`config.mk`:
```
export PLATFORM = sky130hd
export DESIGN_NAME = daq_stream_path_select
export DESIGN_NICKNAME = d
export VERILOG_FILES = /design/src/hw/daq_path_pkg.sv /design/src/hw/sync_two_flop.sv /design/src/hw/daq_stream_path_select.sv
export SDC_FILE = /design/constraint.sdc
export NUM_CORES = 1
export LEC_CHECK = 0
export BUFFER_PORTS_ARGS = -buffer_cell sky130_fd_sc_hd__clkbuf_2
export CORE_ASPECT_RATIO = 1.2
export CORE_MARGIN = 8
export CORE_UTILIZATION = 55
export DETAILED_ROUTE_END_ITERATION = 10
export PLACE_DENSITY = 0.8
export SYNTH_ARGS = -nofsm -noshare
export SYNTH_HDL_FRONTEND = slang
export SYNTH_SLANG_ARGS = --single-unit
export TNS_END_PERCENT = 10
```
`constraint.sdc`:
```
create_clock -name clk_sys -period 2.8 [get_ports clk_sys]
set_input_delay 0.56 -clock clk_sys [delete_from_list [all_inputs] [get_ports clk_sys]]
set_output_delay 0.56 -clock clk_sys [all_outputs]
set_load 0.05 [all_outputs]
```
`src/hw/daq_path_pkg.sv`:
```
// shared constants and carrier types of the acquisition data-path selector
// assumes one system clock; sample ticks come from the frequency selector
`default_nettype none
package daq_path_pkg;

  localparam int unsigned ADC_W = 12;
  localparam int unsigned LANE_W = 16;
  localparam int unsigned PAD_W = LANE_W - ADC_W;
  localparam int unsigned PAIR_W = 2;
  localparam int unsigned SYNC_W = 2 * ADC_W + 2 * LANE_W;

  // stream select encodings
  localparam logic SEL_CONV = 1'b0;
  localparam logic SEL_EXT = 1'b1;

  // reset values
  localparam logic [PAIR_W-1:0] PAIR_RST = 2'h0;
  localparam logic [ADC_W-1:0] CODE_RST = 12'h000;
  localparam logic [LANE_W-1:0] LANE_RST = 16'h0000;
  localparam logic [PAD_W-1:0] PAD_ZERO = 4'h0;

  // two converter samples taken at one instant
  typedef struct packed {
    logic [ADC_W-1:0] chTwo;
    logic [ADC_W-1:0] chOne;
  } convPair_t;

  // two 16-bit lanes, lane two in the upper half
  typedef struct packed {
    logic [LANE_W-1:0] laneTwo;
    logic [LANE_W-1:0] laneOne;
  } lanePair_t;

  // selection fields of the mux configuration register
  typedef struct packed {
    logic [PAIR_W-1:0] pairSel;
    logic inStreamSel;
    logic outStreamSel;
  } muxCfg_t;

  localparam muxCfg_t CFG_RST = '{pairSel: PAIR_RST, inStreamSel: SEL_CONV,
                                  outStreamSel: SEL_CONV};

endpackage : daq_path_pkg
`default_nettype wire

```
`src/hw/sync_two_flop.sv`:
```
// two-stage synchroniser for a bus of pin inputs
// assumes each bit is sampled only as a static or slowly varying level
`timescale 1ns/1ps
`default_nettype none
module sync_two_flop #(
  parameter int unsigned WIDTH = 1
) (
  input wire logic clk_sys,
  input wire logic rst_n,
  input wire logic [WIDTH-1:0] asyncIn,
  output logic [WIDTH-1:0] syncOut
);

  logic [WIDTH-1:0] meta_q;
  logic [WIDTH-1:0] meta_d;
  logic [WIDTH-1:0] sync_q;
  logic [WIDTH-1:0] sync_d;

  // first stage feeds only the second stage
  always_comb begin
    meta_d = asyncIn;
    sync_d = meta_q;
  end

  // both stages clear together so no stale pin level survives reset
  always_ff @(posedge clk_sys) begin
    if (!rst_n) begin
      meta_q <= '0;
      sync_q <= '0;
    end else begin
      meta_q <= meta_d;
      sync_q <= sync_d;
    end
  end

  assign syncOut = sync_q;

endmodule // sync_two_flop
`default_nettype wire

```
`src/hw/daq_stream_path_select.sv`:
```
// data-path selector: analog pair steering, input and output stream muxes
// assumes config inputs and sample tick come from logic on clk_sys, while
// converter and external input data arrive on pins
`timescale 1ns/1ps
`default_nettype none
module daq_stream_path_select #(
  parameter int unsigned ADC_WIDTH = daq_path_pkg::ADC_W
) (
  input wire logic clk_sys,
  input wire logic rst_n,
  input wire daq_path_pkg::muxCfg_t cfgIn,
  input wire logic sampleTick,
  input wire logic inAcqEn,
  input wire logic outAcqEn,
  input wire daq_path_pkg::convPair_t convIn,
  input wire daq_path_pkg::lanePair_t extInStream,
  input wire daq_path_pkg::lanePair_t outFifoData,
  input wire logic outFifoValid,
  output logic [daq_path_pkg::PAIR_W-1:0] analogPairSel,
  output daq_path_pkg::lanePair_t inLanes,
  output logic inFifoWrEn,
  output logic extInClk,
  output logic extInEn,
  output logic outFifoRdEn,
  output logic [daq_path_pkg::ADC_W-1:0] dacOneCode,
  output logic [daq_path_pkg::ADC_W-1:0] dacTwoCode,
  output logic dacUpdate,
  output daq_path_pkg::lanePair_t extOutStream,
  output logic extOutClk,
  output logic extOutEn
);

  // converter sample zero-extended into a 16-bit lane
  function automatic logic [daq_path_pkg::LANE_W-1:0] padSample(
    input logic [daq_path_pkg::ADC_W-1:0] s);
    padSample = {daq_path_pkg::PAD_ZERO, s};
  endfunction

  // pin synchronisation for converter and external input data
  logic [daq_path_pkg::SYNC_W-1:0] pinRaw;
  logic [daq_path_pkg::SYNC_W-1:0] pinSync;
  daq_path_pkg::convPair_t convSync;
  daq_path_pkg::lanePair_t extSync;

  assign pinRaw = {convIn, extInStream};

  sync_two_flop #(
    .WIDTH(daq_path_pkg::SYNC_W)
  ) u_pin_sync (
    .clk_sys(clk_sys),
    .rst_n(rst_n),
    .asyncIn(pinRaw),
    .syncOut(pinSync)
  );

  // split the synchronised word back into its two sources
  assign convSync = pinSync[daq_path_pkg::SYNC_W-1:2*daq_path_pkg::LANE_W];
  assign extSync = pinSync[2*daq_path_pkg::LANE_W-1:0];

  // configuration group
  daq_path_pkg::muxCfg_t cfg_q;
  daq_path_pkg::muxCfg_t cfg_d;
  logic [daq_path_pkg::PAIR_W-1:0] pairSel_q;
  logic [daq_path_pkg::PAIR_W-1:0] pairSel_d;

  // selections are only taken at a tick, so no word sees a half switch
  always_comb begin
    cfg_d = cfg_q;
    pairSel_d = pairSel_q;
    if (sampleTick) begin
      cfg_d = cfgIn;
      pairSel_d = cfgIn.pairSel;
    end
  end

  // selection registers, cleared to pair 0 and converter routes
  always_ff @(posedge clk_sys) begin
    if (!rst_n) begin
      cfg_q <= daq_path_pkg::CFG_RST;
      pairSel_q <= daq_path_pkg::PAIR_RST;
    end else begin
      cfg_q <= cfg_d;
      pairSel_q <= pairSel_d;
    end
  end

  // one field drives both channels' analog selectors
  assign analogPairSel = pairSel_q;

  // input stream group
  daq_path_pkg::lanePair_t inLanes_q;
  daq_path_pkg::lanePair_t inLanes_d;
  logic inWr_q;
  logic inWr_d;
  logic extInClk_q;
  logic extInClk_d;
  logic extInEn_q;
  logic extInEn_d;
  logic inTake;

  // both converter channels and both external halves taken on one edge
  assign inTake = sampleTick & inAcqEn;

  // next lane word, write strobe and external sync outputs
  always_comb begin
    inLanes_d = inLanes_q;
    inWr_d = 1'b0;
    extInEn_d = inAcqEn;
    extInClk_d = inTake; // high one cycle per sample; back-to-back samples merge into one longer pulse
    if (inTake) begin
      inWr_d = 1'b1;
      if (cfg_q.inStreamSel == daq_path_pkg::SEL_CONV) begin
        inLanes_d.laneOne = padSample(convSync.chOne);
        inLanes_d.laneTwo = padSample(convSync.chTwo);
      end else begin
        inLanes_d = extSync;
      end
    end
  end

  // input path registers
  always_ff @(posedge clk_sys) begin
    if (!rst_n) begin
      inLanes_q <= '{laneTwo: daq_path_pkg::LANE_RST,
                     laneOne: daq_path_pkg::LANE_RST};
      inWr_q <= 1'b0;
      extInClk_q <= 1'b0;
      extInEn_q <= 1'b0;
    end else begin
      inLanes_q <= inLanes_d;
      inWr_q <= inWr_d;
      extInClk_q <= extInClk_d;
      extInEn_q <= extInEn_d;
    end
  end

  // lane one to first FIFO, lane two to second, one common strobe
  assign inLanes = inLanes_q;
  assign inFifoWrEn = inWr_q;
  assign extInClk = extInClk_q;
  assign extInEn = extInEn_q;

  // output stream group
  logic [daq_path_pkg::ADC_W-1:0] dacOne_q;
  logic [daq_path_pkg::ADC_W-1:0] dacOne_d;
  logic [daq_path_pkg::ADC_W-1:0] dacTwo_q;
  logic [daq_path_pkg::ADC_W-1:0] dacTwo_d;
  logic dacUpd_q;
  logic dacUpd_d;
  daq_path_pkg::lanePair_t extOut_q;
  daq_path_pkg::lanePair_t extOut_d;
  logic extOutClk_q;
  logic extOutClk_d;
  logic extOutEn_q;
  logic extOutEn_d;
  logic outRd_q;
  logic outRd_d;
  logic outTake;

  // output FIFO shows its head word; a tick with data pops it
  // a pop still in flight blocks a second take of the same head word
  assign outTake = sampleTick & outAcqEn & outFifoValid & !outRd_q;

  // next converter codes or external word, with their strobes
  always_comb begin
    dacOne_d = dacOne_q;
    dacTwo_d = dacTwo_q;
    dacUpd_d = 1'b0;
    extOut_d = extOut_q;
    extOutClk_d = 1'b0;
    outRd_d = outTake;
    extOutEn_d = outAcqEn &
                 (cfg_q.outStreamSel == daq_path_pkg::SEL_EXT);
    if (outTake) begin
      if (cfg_q.outStreamSel == daq_path_pkg::SEL_CONV) begin
        // both codes load on the same edge
        dacOne_d = outFifoData.laneOne[daq_path_pkg::ADC_W-1:0];
        dacTwo_d = outFifoData.laneTwo[daq_path_pkg::ADC_W-1:0];
        dacUpd_d = 1'b1;
      end else begin
        extOut_d = outFifoData;
        extOutClk_d = 1'b1;
      end
    end
  end

  // output path registers
  always_ff @(posedge clk_sys) begin
    if (!rst_n) begin
      dacOne_q <= daq_path_pkg::CODE_RST;
      dacTwo_q <= daq_path_pkg::CODE_RST;
      dacUpd_q <= 1'b0;
      extOut_q <= '{laneTwo: daq_path_pkg::LANE_RST,
                    laneOne: daq_path_pkg::LANE_RST};
      extOutClk_q <= 1'b0;
      extOutEn_q <= 1'b0;
      outRd_q <= 1'b0;
    end else begin
      dacOne_q <= dacOne_d;
      dacTwo_q <= dacTwo_d;
      dacUpd_q <= dacUpd_d;
      extOut_q <= extOut_d;
      extOutClk_q <= extOutClk_d;
      extOutEn_q <= extOutEn_d;
      outRd_q <= outRd_d;
    end
  end

  // every output leaves straight from its register
  assign dacOneCode = dacOne_q;
  assign dacTwoCode = dacTwo_q;
  assign dacUpdate = dacUpd_q;
  assign extOutStream = extOut_q;
  assign extOutClk = extOutClk_q;
  assign extOutEn = extOutEn_q;
  assign outFifoRdEn = outRd_q;
endmodule // daq_stream_path_select
`default_nettype wire

```
Yosys cells after proc, flatten, opt, wreduce, memory -nomap -nowiden:

Index checks and enable logic that the tools add are counted.

* multiplexer cells: 4
* bitwise gates (word level): 6
* reduce and logical (&&, ||, !) cells: 4

Operators by type and width (number)
* two-way mux 32 bit: 1
* AND reduction 2 bit: 3
* AND 1 bit: 5
* two-way mux 1 bit: 3
* zero test 1 bit: 1
* inverter 1 bit: 1

* register bits: 211
* input bits: 98
* output and inout bits: 97
* logic and storage cells: 32

Depth between registers and ports, before layout:

Gate-level depths: netlist (run 1).

* depth after elaboration: 4
* mapped depth: 6
* depth with buffers taken out: 3

By module:

A second synthesis (run 1) with hierarchy kept.

* cells, all modules: 625
* area, all modules: 6947.9 µm²

By module, submodules not included
* daq_stream_path_select: times used 1, cells each 389, area an instance 3888.7 µm², sequential area each 1961.9 µm²
* sync_two_flop: times used 1, cells each 236, area an instance 3059.2 µm², sequential area each 2242.2 µm²

Worst setup path before layout (run 1):

OpenSTA, ideal clock, no wires.

* path kind: reg2reg
* from: register outRd_q (netlist: outFifoRdEn)
* to: register dacUpd_q (netlist: dacUpdate)
* library setup time: 0.116 ns
* arrival: 1.493 ns
* data required time: 2.684 ns
* setup slack: 1.191 ns
* cell stages (with the launch flop): 6
* buffers on the path: 2
* period minus slack after synthesis: 1.609 ns
* cells stage by stage: dfxtp_1 -> and4b_4 -> and2b_1 -> buf_6 -> buf_8 -> and2_2

* longest elaborated chain between the ends: 3

RTL lines
* start: declaration: line daq_stream_path_select.sv:156 `logic outRd_q;`
* start signal: assignment: line daq_stream_path_select.sv:205 `outRd_q <= outRd_d;`
* zero test 1 bit: line daq_stream_path_select.sv:162 `assign outTake = sampleTick & outAcqEn & outFifoValid & !outRd_q;`
* AND 1 bit: line daq_stream_path_select.sv:162
* AND reduction 2 bit (no source line)
* end signal: assignment: line daq_stream_path_select.sv:201 `dacUpd_q <= dacUpd_d;`
* end: declaration: line daq_stream_path_select.sv:148 `logic dacUpd_q;`

Every way passes these cells.
A chain may end at the register's enable or synchronous reset.

Worst setup path after layout (run 1):

* from: register inLanes_q (netlist bit inLanes[26])
* to: output inLanes[26] (netlist name)

RTL lines
* start: declaration: line daq_stream_path_select.sv:91 `daq_path_pkg::lanePair_t inLanes_q;`
* start signal: assignment: line daq_stream_path_select.sv:124 `inLanes_q <= '{laneTwo: daq_path_pkg::LANE_RST,`
* start signal: assignment: line daq_stream_path_select.sv:130 `inLanes_q <= inLanes_d;`
* end: declaration: line daq_stream_path_select.sv:20 `output daq_path_pkg::lanePair_t inLanes,`

No word-level cell between the ends.

==> impl_results.md, run 1 <==
* Clock Power Share at roughly two fifths
* Vias in the first global route at approximately 4800
* Fmax at around 0.59 GHz
* Reg-to-reg endpoint: inLanes[7]
* Yosys reg bits at 210
* Top Usage Layer GRT: met2
* CP required at approximately 2.2 ns
* Crit-path leading delay family: flip-flops
* Final setup violation count at 0
* Final worst setup slack at roughly 1.1 ns
* Top cell type's share of synthesized area at between 60% and 70%
* Clock skew at ~0.016 ns
* PostCTS Resize Cnt at 0
* Most instantiated cells after synthesis: dfxtp_1, nand2_1, and2_1
* DP HPWL at between 10 and 15 mm
* GPL Wtd Cong at 0.829
* Worst path arrival time at roughly 1.1 ns
* Placement Setup Slack at roughly 0.83 ns
* Postcts setup bufs at 0
* Seq/Total Area, Yosys at about 61%
* Via density at 4.79
* Critical Path Start Type: flop
* Fin. Hold Viols at 0
* Worst Setup SP: inLanes[26]
* Cells after Synth at approximately 630
* Fin. max-slew vios at 0
* CTS Hold Bufs at 0
* CTS tree: done
* Final worst-path cycle share at between 60% and 70%
* Clock tree sinks at 210
* Area Overhead vs Synth at 24.3%
* Via count at ~4700
* Fin nets at 900
* Register share of total power at 50.5%
* I/O pin count at ~200
* Max VDD drop at 508 uV
* Slowest CP cell: dfxtp_1
* Largest net degree at the start of global routing at roughly 100
* Layout fillers at 884
* Root buffer cell: clkbuf_16
* Post-Route WL at 14.4 mm
* Layout cells sized above 1 at 29.3%
* Antenna violation net count after detailed routing at 0
* Min cycle time layout at between 1.5 and 2 ns
* Dominant cell type by area after synthesis: dfxtp_1
* Syn avg cell area at approximately 11 sq um
* Global-route wire length before repair at around 23 mm
* Most common cell in the netlist: dfxtp_1
* Top cells by area, synth: dfxtp_1, mux2i_1, and2_1, nand2_1, o211a_1
* Initial antenna violation count at 0
* Max-Cap Viols at 0
* GRT overflow at 0
* Slew headroom at 36.7%
* CP Depth at 1
* Port bufs at between 150 and 200
* Number of synthesized flops with an enable pin at 0
* Reg-to-reg critical path startpoint: cfg_q[1]
* PD cells at between 700 and 800 mW/mm^2
* Buf/Inv on CP at 1
* Unique masters post-synth at 20
* Async SR Flop Fraction at 0%
* Switching Fraction at 22.4%
* Synth Flop Type: dfxtp_1
* R2R depth at 3
* CTS Buffer Depth at 3
* Cts bufs inserted at 20
* Reg-to-reg slack, setup at 1.21 ns
* Post-synth design cell area at between 0.006 and 0.007 sq mm
* Critical path's largest stage delay at about 0.37 ns
* RSZ-0062 raised after global routing: false
* Psw at approximately 0.0014 W
* Total power at 0.00626 W
* Worst-path cell chain: clkbuf_2
* Setup crit end kind: output pin
* Setup TNS at 0 ns
* Sequential cell area at about 0.0042 sq mm
* Worst Tran Pin Value at between 0.9 and 1 ns
* GR Util met1 at around a fifth
* Met2 GRT Util at between 20% and 30%
* Cell Rows at 44
* WL per Instance at roughly 15 microns
* Die width at 118 microns
* Mapped Nets at about 720
* Core outline area at around 0.012 sq mm
* Area of the multi-input gates at roughly 0.0024 sq mm
* Antenna cell count at 0
* YS warnings at 0
* Gr usage total at between 15 and 20%
* H-Tree Depth at 1
* # DRC at 0
* Worst skew pair latency at roughly 0.47 ns
* DR pass1 iterations at 4
* CP max FO at 2
* Critical path class: reg2out
* Die height at 139 microns
* Met3 global-route usage at around 6%
* DR iter-0 viols at 240
* CTS clk-pin slew, worst paths at approximately 0.06 ns
* Critical path capture point: inLanes[26]
* Internal power at slightly below 0.005 W
* Hold Crit Class: in2reg
* Leakage at approximately 4.2 nW
* Die area at 0.0164 sq mm
* Initial Util at a little under three fifths
* Logic pwr share at slightly below 8%
* Status: finished, final reports clean
==> stage by stage <==
stage / utilization [%] / hold slack (ns) / instances / cell area (sq um)
2_1_floorplan: - / 0.412 / 626 / 6880
3_3_place_gp: 64.9 / 0.414 / 941 / 7900
3_5_place_dp: 64.9 / 0.417 / 941 / 7900
4_1_cts: 70.3 / 0.274 / 976 / 8550
5_1_grt: 70.3 / 0.274 / 976 / 8550
6_report: 70.3 / 0.289 / 976 / 8550
==> final cells by class <==
type,count,area share [%]
clock inverter,7,0.746
multi-input combinational,371,28.5
tap,161,2.36
sequential,210,49.2
timing repair buffer,199,12.3
clock buffer,28,6.92
==> per-layer routing <==
| metal | wire, microns | vias up |
|---|---|---|
| li1 | - | 2366 |
| met1 | 6100 | 2109 |
| met2 | 6820 | 179 |
| met3 | 1250 | 20 |
| met4 | 190 | 0 |
| met5 | 0 | - |
==> layout by cell type, fill, tap and decap left out, drive strengths merged <==
master  instances
nor2b           4
nand2         122
and3            3
and2          116
o211a          24
nand3           8
a21boi          8
clkinv          5
dfxtp         210
bufinv          1
buf             6
and4b           1
clkbuf        221
and2b           1
inv             1
mux2i          84
==> power groups by stage <==
stage,sequential [W],combinational [W],clock (W)
after CTS,0.00316,0.000491,0.00266
after global placement,0.00322,0.000476,0
after detailed placement,0.00323,0.000487,0
after floorplan,0.00335,0.000210,0
final,0.00316,0.000484,0.00261
after global routing,0.00317,0.000522,0.00279
==> flip-flops by register name (all words and copies together) (netlist names) <==
name and count:
cfg_q 2, dacUpdate 1, outFifoRdEn 1, dacOneCode 12, inLanes 32, analogPairSel 2, extOutClk 1, u_pin_sync.syncOut 56
extOutEn 1, extOutStream 32, dacTwoCode 12, u_pin_sync.meta_q 56, extInEn 1, inFifoWrEn 1
==> worst min-delay path by stage <==
stage                          start                      to  slack [ns]  depth (start not counted)
2_1_floorplan   u_pin_sync.meta_q[0]   u_pin_sync.syncOut[0]        0.41                          1
3_3_place_gp   u_pin_sync.meta_q[11]  u_pin_sync.syncOut[11]        0.41                          1
3_5_place_dp   u_pin_sync.meta_q[33]  u_pin_sync.syncOut[33]        0.42                          1
4_1_cts               extInStream[8]    u_pin_sync.meta_q[8]        0.27                          2
5_1_grt               extInStream[7]    u_pin_sync.meta_q[7]        0.27                          2
6_report              extInStream[8]    u_pin_sync.meta_q[8]        0.29                          2
==> cell families (layout without fill, tap and decap cells) <==
kind of cell | Yosys count | after routing | synth area share, %
AND/OR/NAND/NOR | 255 | 255 | 18.9
AO/OA/AOI/OAI | 32 | 32 | 4.36
flip-flops | 210 | 210 | 61.1
multiplexers | 84 | 84 | 12.2
buffers and inverters | 45 | 234 | 3.49
(Power assumes the default switching activity.)
==> inputs of run 2 (changes only) <==
CORE_UTILIZATION = 46   (was 55)
PLACE_DENSITY = 0.71   (was 0.8)
clock period = 1.4 ns   (was 2.8 ns; I/O delays follow)
==> impl_results.md, run 2 (same netlist as run 1, synthesis figures left out) <==
* Status: complete, but fails checks
* Failing checks: setup timing
* Critical path's largest stage delay at roughly 0.33 ns
* Vias in the first global route at slightly above 5000
* Worst path arrival time at between 1.5 and 2 ns
* Buf/Inv on CP at 1
* Most frequent cells in the layout: dfxtp_1, nand2_1, and2_1, clkbuf_2, mux2i_1
* Reg-to-reg endpoint: dacOneCode[10]
* Die height at about 150 microns
* R2R depth at 4
* CTS tree: done
* Core outline area at roughly 0.015 sq mm
* Worst Tran Pin Value at 0.375 ns
* CP max FO at 12
* Clock Power Share at between 40% and 50%
* Final worst setup slack at -0.0198 ns
* Cts bufs inserted at 20
* GPL Wtd Cong at 0.821
* Max-Cap Viols at 0
* Register share of total power at between 50 and 60%
* Area Overhead vs Synth at 33.9%
* H-Tree Depth at 1
* Psw at between 0.002 and 0.003 W
* Via count at a little under 5000
* Crit-path leading delay family: simple AND/OR/NAND/NOR gates
* Layout cells sized above 1 at 29.2%
* Post-Layout Inst Area at 0.00922 sq mm
* Critical Path Start Type: flop
* Slowest CP cell: dfxtp_4
* Min cycle time layout at roughly 1.4 ns
* I/O pin count at a little under 200
* Leakage at 4.48 nW
* Final Util at 62.1%
* CP Depth at 4
* Postcts setup bufs at 0
* Via density at between 4 and 5
* Fmax at about 0.7 GHz
* Post-Route WL at between 15 and 20 mm
* Critical path class: reg2reg
* Global-route wire length before repair at 24.3 mm
* Clock tree sinks at 210
* Worst skew pair latency at roughly 0.48 ns
* Placement Setup Slack at ~0.028 ns
* Reg-to-reg slack, setup at -0.02 ns
* # DRC at 0
* Largest net degree at the start of global routing at 74
* Internal power at approximately 0.0096 W
* Fin. max-slew vios at 0
* CP required at 1.79 ns
* Antenna violation net count after detailed routing at 0
* Logic pwr share at 9.2%
* Final worst-path cycle share at 101%
* Setup TNS at -0.0198 ns
* Initial Util at a little under half
* PD cells at approximately 1400 mW/mm^2
* Clock skew at about 0.0084 ns
* Initial antenna violation count at 0
* CTS Buffer Depth at 3
* Setup crit end kind: flop
* DP HPWL at between 10 and 15 mm
* Slew headroom at around 75%
* Die width at ~130 microns
* Final setup violation count at 1
* Switching Fraction at between 20% and 30%
* Die area at 0.0191 sq mm
* WL per Instance at about 15 microns
* Critical path capture point: dacOneCode[10]
* Worst Setup SP: outFifoRdEn
* Hold Crit Class: in2reg
* Antenna cell count at 0
* CTS clk-pin slew, worst paths at 0.06 ns
* Fin nets at roughly 940
* Port bufs at about 190
* Gr usage total at roughly 15%
* GRT overflow at 0
* Reg-to-reg critical path startpoint: outFifoRdEn
* Root buffer cell: clkbuf_16
* Worst-path cell chain: and4b_4 -> and2b_2 -> clkbuf_16 -> mux2i_1
* RSZ-0062 raised after global routing: true
* Fin. Hold Viols at 0
* DR iter-0 viols at 175
* DP Area at 0.00808 sq mm
* DR pass1 iterations at 4
* Cell Rows at 49
* Most common cell after layout, fill and taps aside: dfxtp_1
* Max VDD drop at between 1000 and 1500 uV
==> run 2: changes by cell type in the layout (fill, tap and decap cells not counted), sizes merged <==
cell,change
clkinvlp,+1
clkbuf,-39
buf,+44
dlygate4sd3,+32
bufinv,-1
==> run 2: through the flow <==
step	total power, W	std cells	hold slack (ns)
2_1_floorplan	0.00711	626	0.402
3_3_place_gp	0.00744	990	0.415
3_5_place_dp	0.00747	990	0.417
4_1_cts	0.0126	1053	0.00106
6_report	0.0125	1056	0.0174
5_1_grt	0.0130	1056	0.00302
==> run 2: area by class of cell <==
type | instances | area, sq um
clock buffers | 26 | 584
clock inverters | 7 | 41.3
fillers | 1195 | 5620
multi-input cells | 371 | 2440
flip-flops and latches | 210 | 4210
well taps | 204 | 255
repair buffers | 238 | 1680
==> run 2: power by group through the flow <==
stage                     Clock (W)  Sequential, W  Combinational, W
after floorplan                   0        0.00669          0.000419
after global placement            0        0.00642           0.00101
after detailed placement          0        0.00643           0.00104
after CTS                   0.00519        0.00630           0.00113
after global routing        0.00546        0.00632           0.00124
final                       0.00505        0.00630           0.00115
==> run 2: metal layers <==
layer / wire length, microns / global-route usage [%]
met1: 6390 / 17.2
met2: 7480 / 27.7
met3: 1250 / 4.71
met4: 217 / 3.87
met5: 0 / 0
==> run 2: what timing repair did <==
action	CTS	global route
hold buffers	30	2
setup endpoints to repair	35	74
resized for setup	38	88
gates cloned	0	1
endpoints found under the hold margin	30	2
==> run 2: how the worst min path moves through the flow <==
stage,startpoint,end,slack [ns],cells after the start
after floorplan,inAcqEn,extInEn,0.40,1
after global placement,u_pin_sync.meta_q[17],u_pin_sync.syncOut[17],0.41,1
after detailed placement,u_pin_sync.meta_q[28],u_pin_sync.syncOut[28],0.42,1
after CTS,convIn[11],u_pin_sync.meta_q[43],0.001,2
after global routing,extInStream[2],u_pin_sync.meta_q[2],0.003,2
final,extInStream[21],u_pin_sync.meta_q[21],0.02,2
==> inputs of run 3 (changes only) <==
CAP_MARGIN = 20   (was default)
PLACE_DENSITY = 0.73   (was 0.71)
==> impl_results.md, run 3 (same netlist as run 1, synthesis figures left out) <==
* Status: finished, final reports clean
* Fmax at about 0.73 GHz
* RSZ-0062 raised after global routing: true
* Antenna cell count at 0
* CTS tree: done
* Psw at between 0.002 and 0.003 W
* Initial Util at a little under half
* Initial antenna violation count at 0
* Die height at 150 microns
* H-Tree Depth at 1
* Reg-to-reg endpoint: dacOneCode[3]
* Logic pwr share at around 9.1%
* Core outline area at 0.0148 sq mm
* Worst Setup SP: dacOneCode[3]
* Critical path's largest stage delay at 0.34 ns
* GRT overflow at 0
* Worst path arrival time at 1.09 ns
* CTS clk-pin slew, worst paths at 0.06 ns
* I/O pin count at a little under 200
* Largest net degree at the start of global routing at 74
* Hold Crit Class: in2reg
* Final setup violation count at 0
* CP Depth at 1
* Vias in the first global route at around 4800
* GPL Wtd Cong at just under 0.8
* Worst skew pair latency at 0.48 ns
* Register share of total power at approximately 51%
* Reg-to-reg critical path startpoint: outFifoRdEn
* Die width at between 100 and 150 microns
* Crit-path leading delay family: flip-flops
* Internal power at 0.00962 W
* Root buffer cell: clkbuf_16
* CTS Buffer Depth at 3
* Most common cell after layout, fill and taps aside: dfxtp_1
* # DRC at 0
* Gr usage total at between 15 and 20%
* Clock skew at approximately 0.0073 ns
* Placed cell count at around 1000
* Antenna violation net count after detailed routing at 0
* Slowest CP cell: dfxtp_1
* Cell Rows at 49
* Hold depth at 2
* Max VDD drop at 1210 uV
* Layout fillers at ~1200
* Reg-to-reg slack, setup at 0.05 ns
* Die area at about 0.019 sq mm
* Clock tree sinks at 210
* Fin nets at 941
* Via count at just under 5000
* Port bufs at around 190
* CP max FO at 2
* Via density at 4.54
* Fin. max-slew vios at 0
* Fin. Hold Viols at 0
* Slew headroom at 73.0%
* Critical Path Start Type: flop
* Layout Cells excl Fill at about 1100
* Area Overhead vs Synth at 33.0%
* Switching Fraction at 22.7%
* Max-Cap Viols at 0
* Total power at about 0.012 W
* Critical path capture point: dacOneCode[3]
* Global-route wire length before repair at between 20 and 25 mm
* DR pass1 iterations at 4
* Critical path class: reg2out
* Cts bufs inserted at 20
* Buf/Inv on CP at 1
* Post-Route WL at roughly 15 mm
* Worst-path cell chain: buf_2
* Leakage at around 4.5 nW
* Min cycle time layout at around 1.4 ns
* CP required at 1.12 ns
* Most frequent cells in the layout: dfxtp_1, nand2_1, and2_1, clkbuf_2, mux2i_1
* DP HPWL at 10.0 mm
* Final worst-path cycle share at 97.5%
* Clock Power Share at around two fifths
* DR iter-0 viols at between 200 and 250
* R2R depth at 4
* PD cells at 1360 mW/mm^2
* Setup crit end kind: output pin
* WL per Instance at ~14 microns
* Worst Tran Pin Value at 0.405 ns
* Layout cells sized above 1 at 29.1%
[run 3: cell types whose count changed in the layout (fill, tap and decap cells not counted), sizes merged]
cell and change:
clkinv +1, clkinvlp -1, clkbuf -8, dlygate4sd3 -3, bufinv +1, buf +14
inv -1
[run 3: area by class of cell]
type,instances,area (sq um),area share [%]
clock inverter,7,60.1,0.656
tap,204,255,2.79
clock buffer,27,548,5.99
timing repair buffer,240,1640,17.9
sequential,210,4210,46.0
multi-input combinational,371,2440,26.7
[run 3: timing repair]
item,4_1_cts,5_1_grt
hold buffers,28,1
setup endpoints to repair,33,65
endpoints found under the hold margin,28,1
pin swaps,0,0
setup buffers,0,0
gates cloned,0,1
gates resized for setup,34,80
[run 3: power by group through the flow]
stage | clock network [W] | registers [W] | logic (W)
floorplan | 0 | 0.00669 | 0.000419
global placement | 0 | 0.00642 | 0.00103
detailed placement | 0 | 0.00643 | 0.00104
CTS | 0.00517 | 0.00629 | 0.00112
global route | 0.00546 | 0.00631 | 0.00122
finish | 0.00502 | 0.00629 | 0.00113
[run 3: worst min path at each step]
stage / from / endpoint / slack, ns
2_1_floorplan: inAcqEn / extInEn / 0.40
3_3_place_gp: u_pin_sync.meta_q[17] / u_pin_sync.syncOut[17] / 0.41
3_5_place_dp: u_pin_sync.meta_q[17] / u_pin_sync.syncOut[17] / 0.42
4_1_cts: extInStream[19] / u_pin_sync.meta_q[19] / 0.0007
5_1_grt: extInStream[14] / u_pin_sync.meta_q[14] / 0.003
6_report: extInStream[14] / u_pin_sync.meta_q[14] / 0.01
[run 3: metal layers]
layer	up-vias	global-route usage [%]	routed length, microns
li1	2457	-	-
met1	2145	17.8	6440
met5	-	0	0
met4	0	4.71	261
met2	174	25.8	7040
met3	27	4.92	1380
[run 3: stage by stage]
stage / TNS (ns) / worst slack (ns) / utilization, % / hold slack (ns) / cell area [sq um]
5_1_grt: -0.0184 / -0.00832 / 61.7 / 0.00253 / 9150
3_3_place_gp: 0 / 0.0976 / 54.6 / 0.413 / 8100
2_1_floorplan: 0 / 0.0259 / - / 0.402 / 6890
6_report: 0 / 0.0344 / 61.7 / 0.0116 / 9150
3_5_place_dp: 0 / 0.0627 / 54.6 / 0.417 / 8100
4_1_cts: -0.0111 / -0.0111 / 61.2 / 0.000651 / 9080
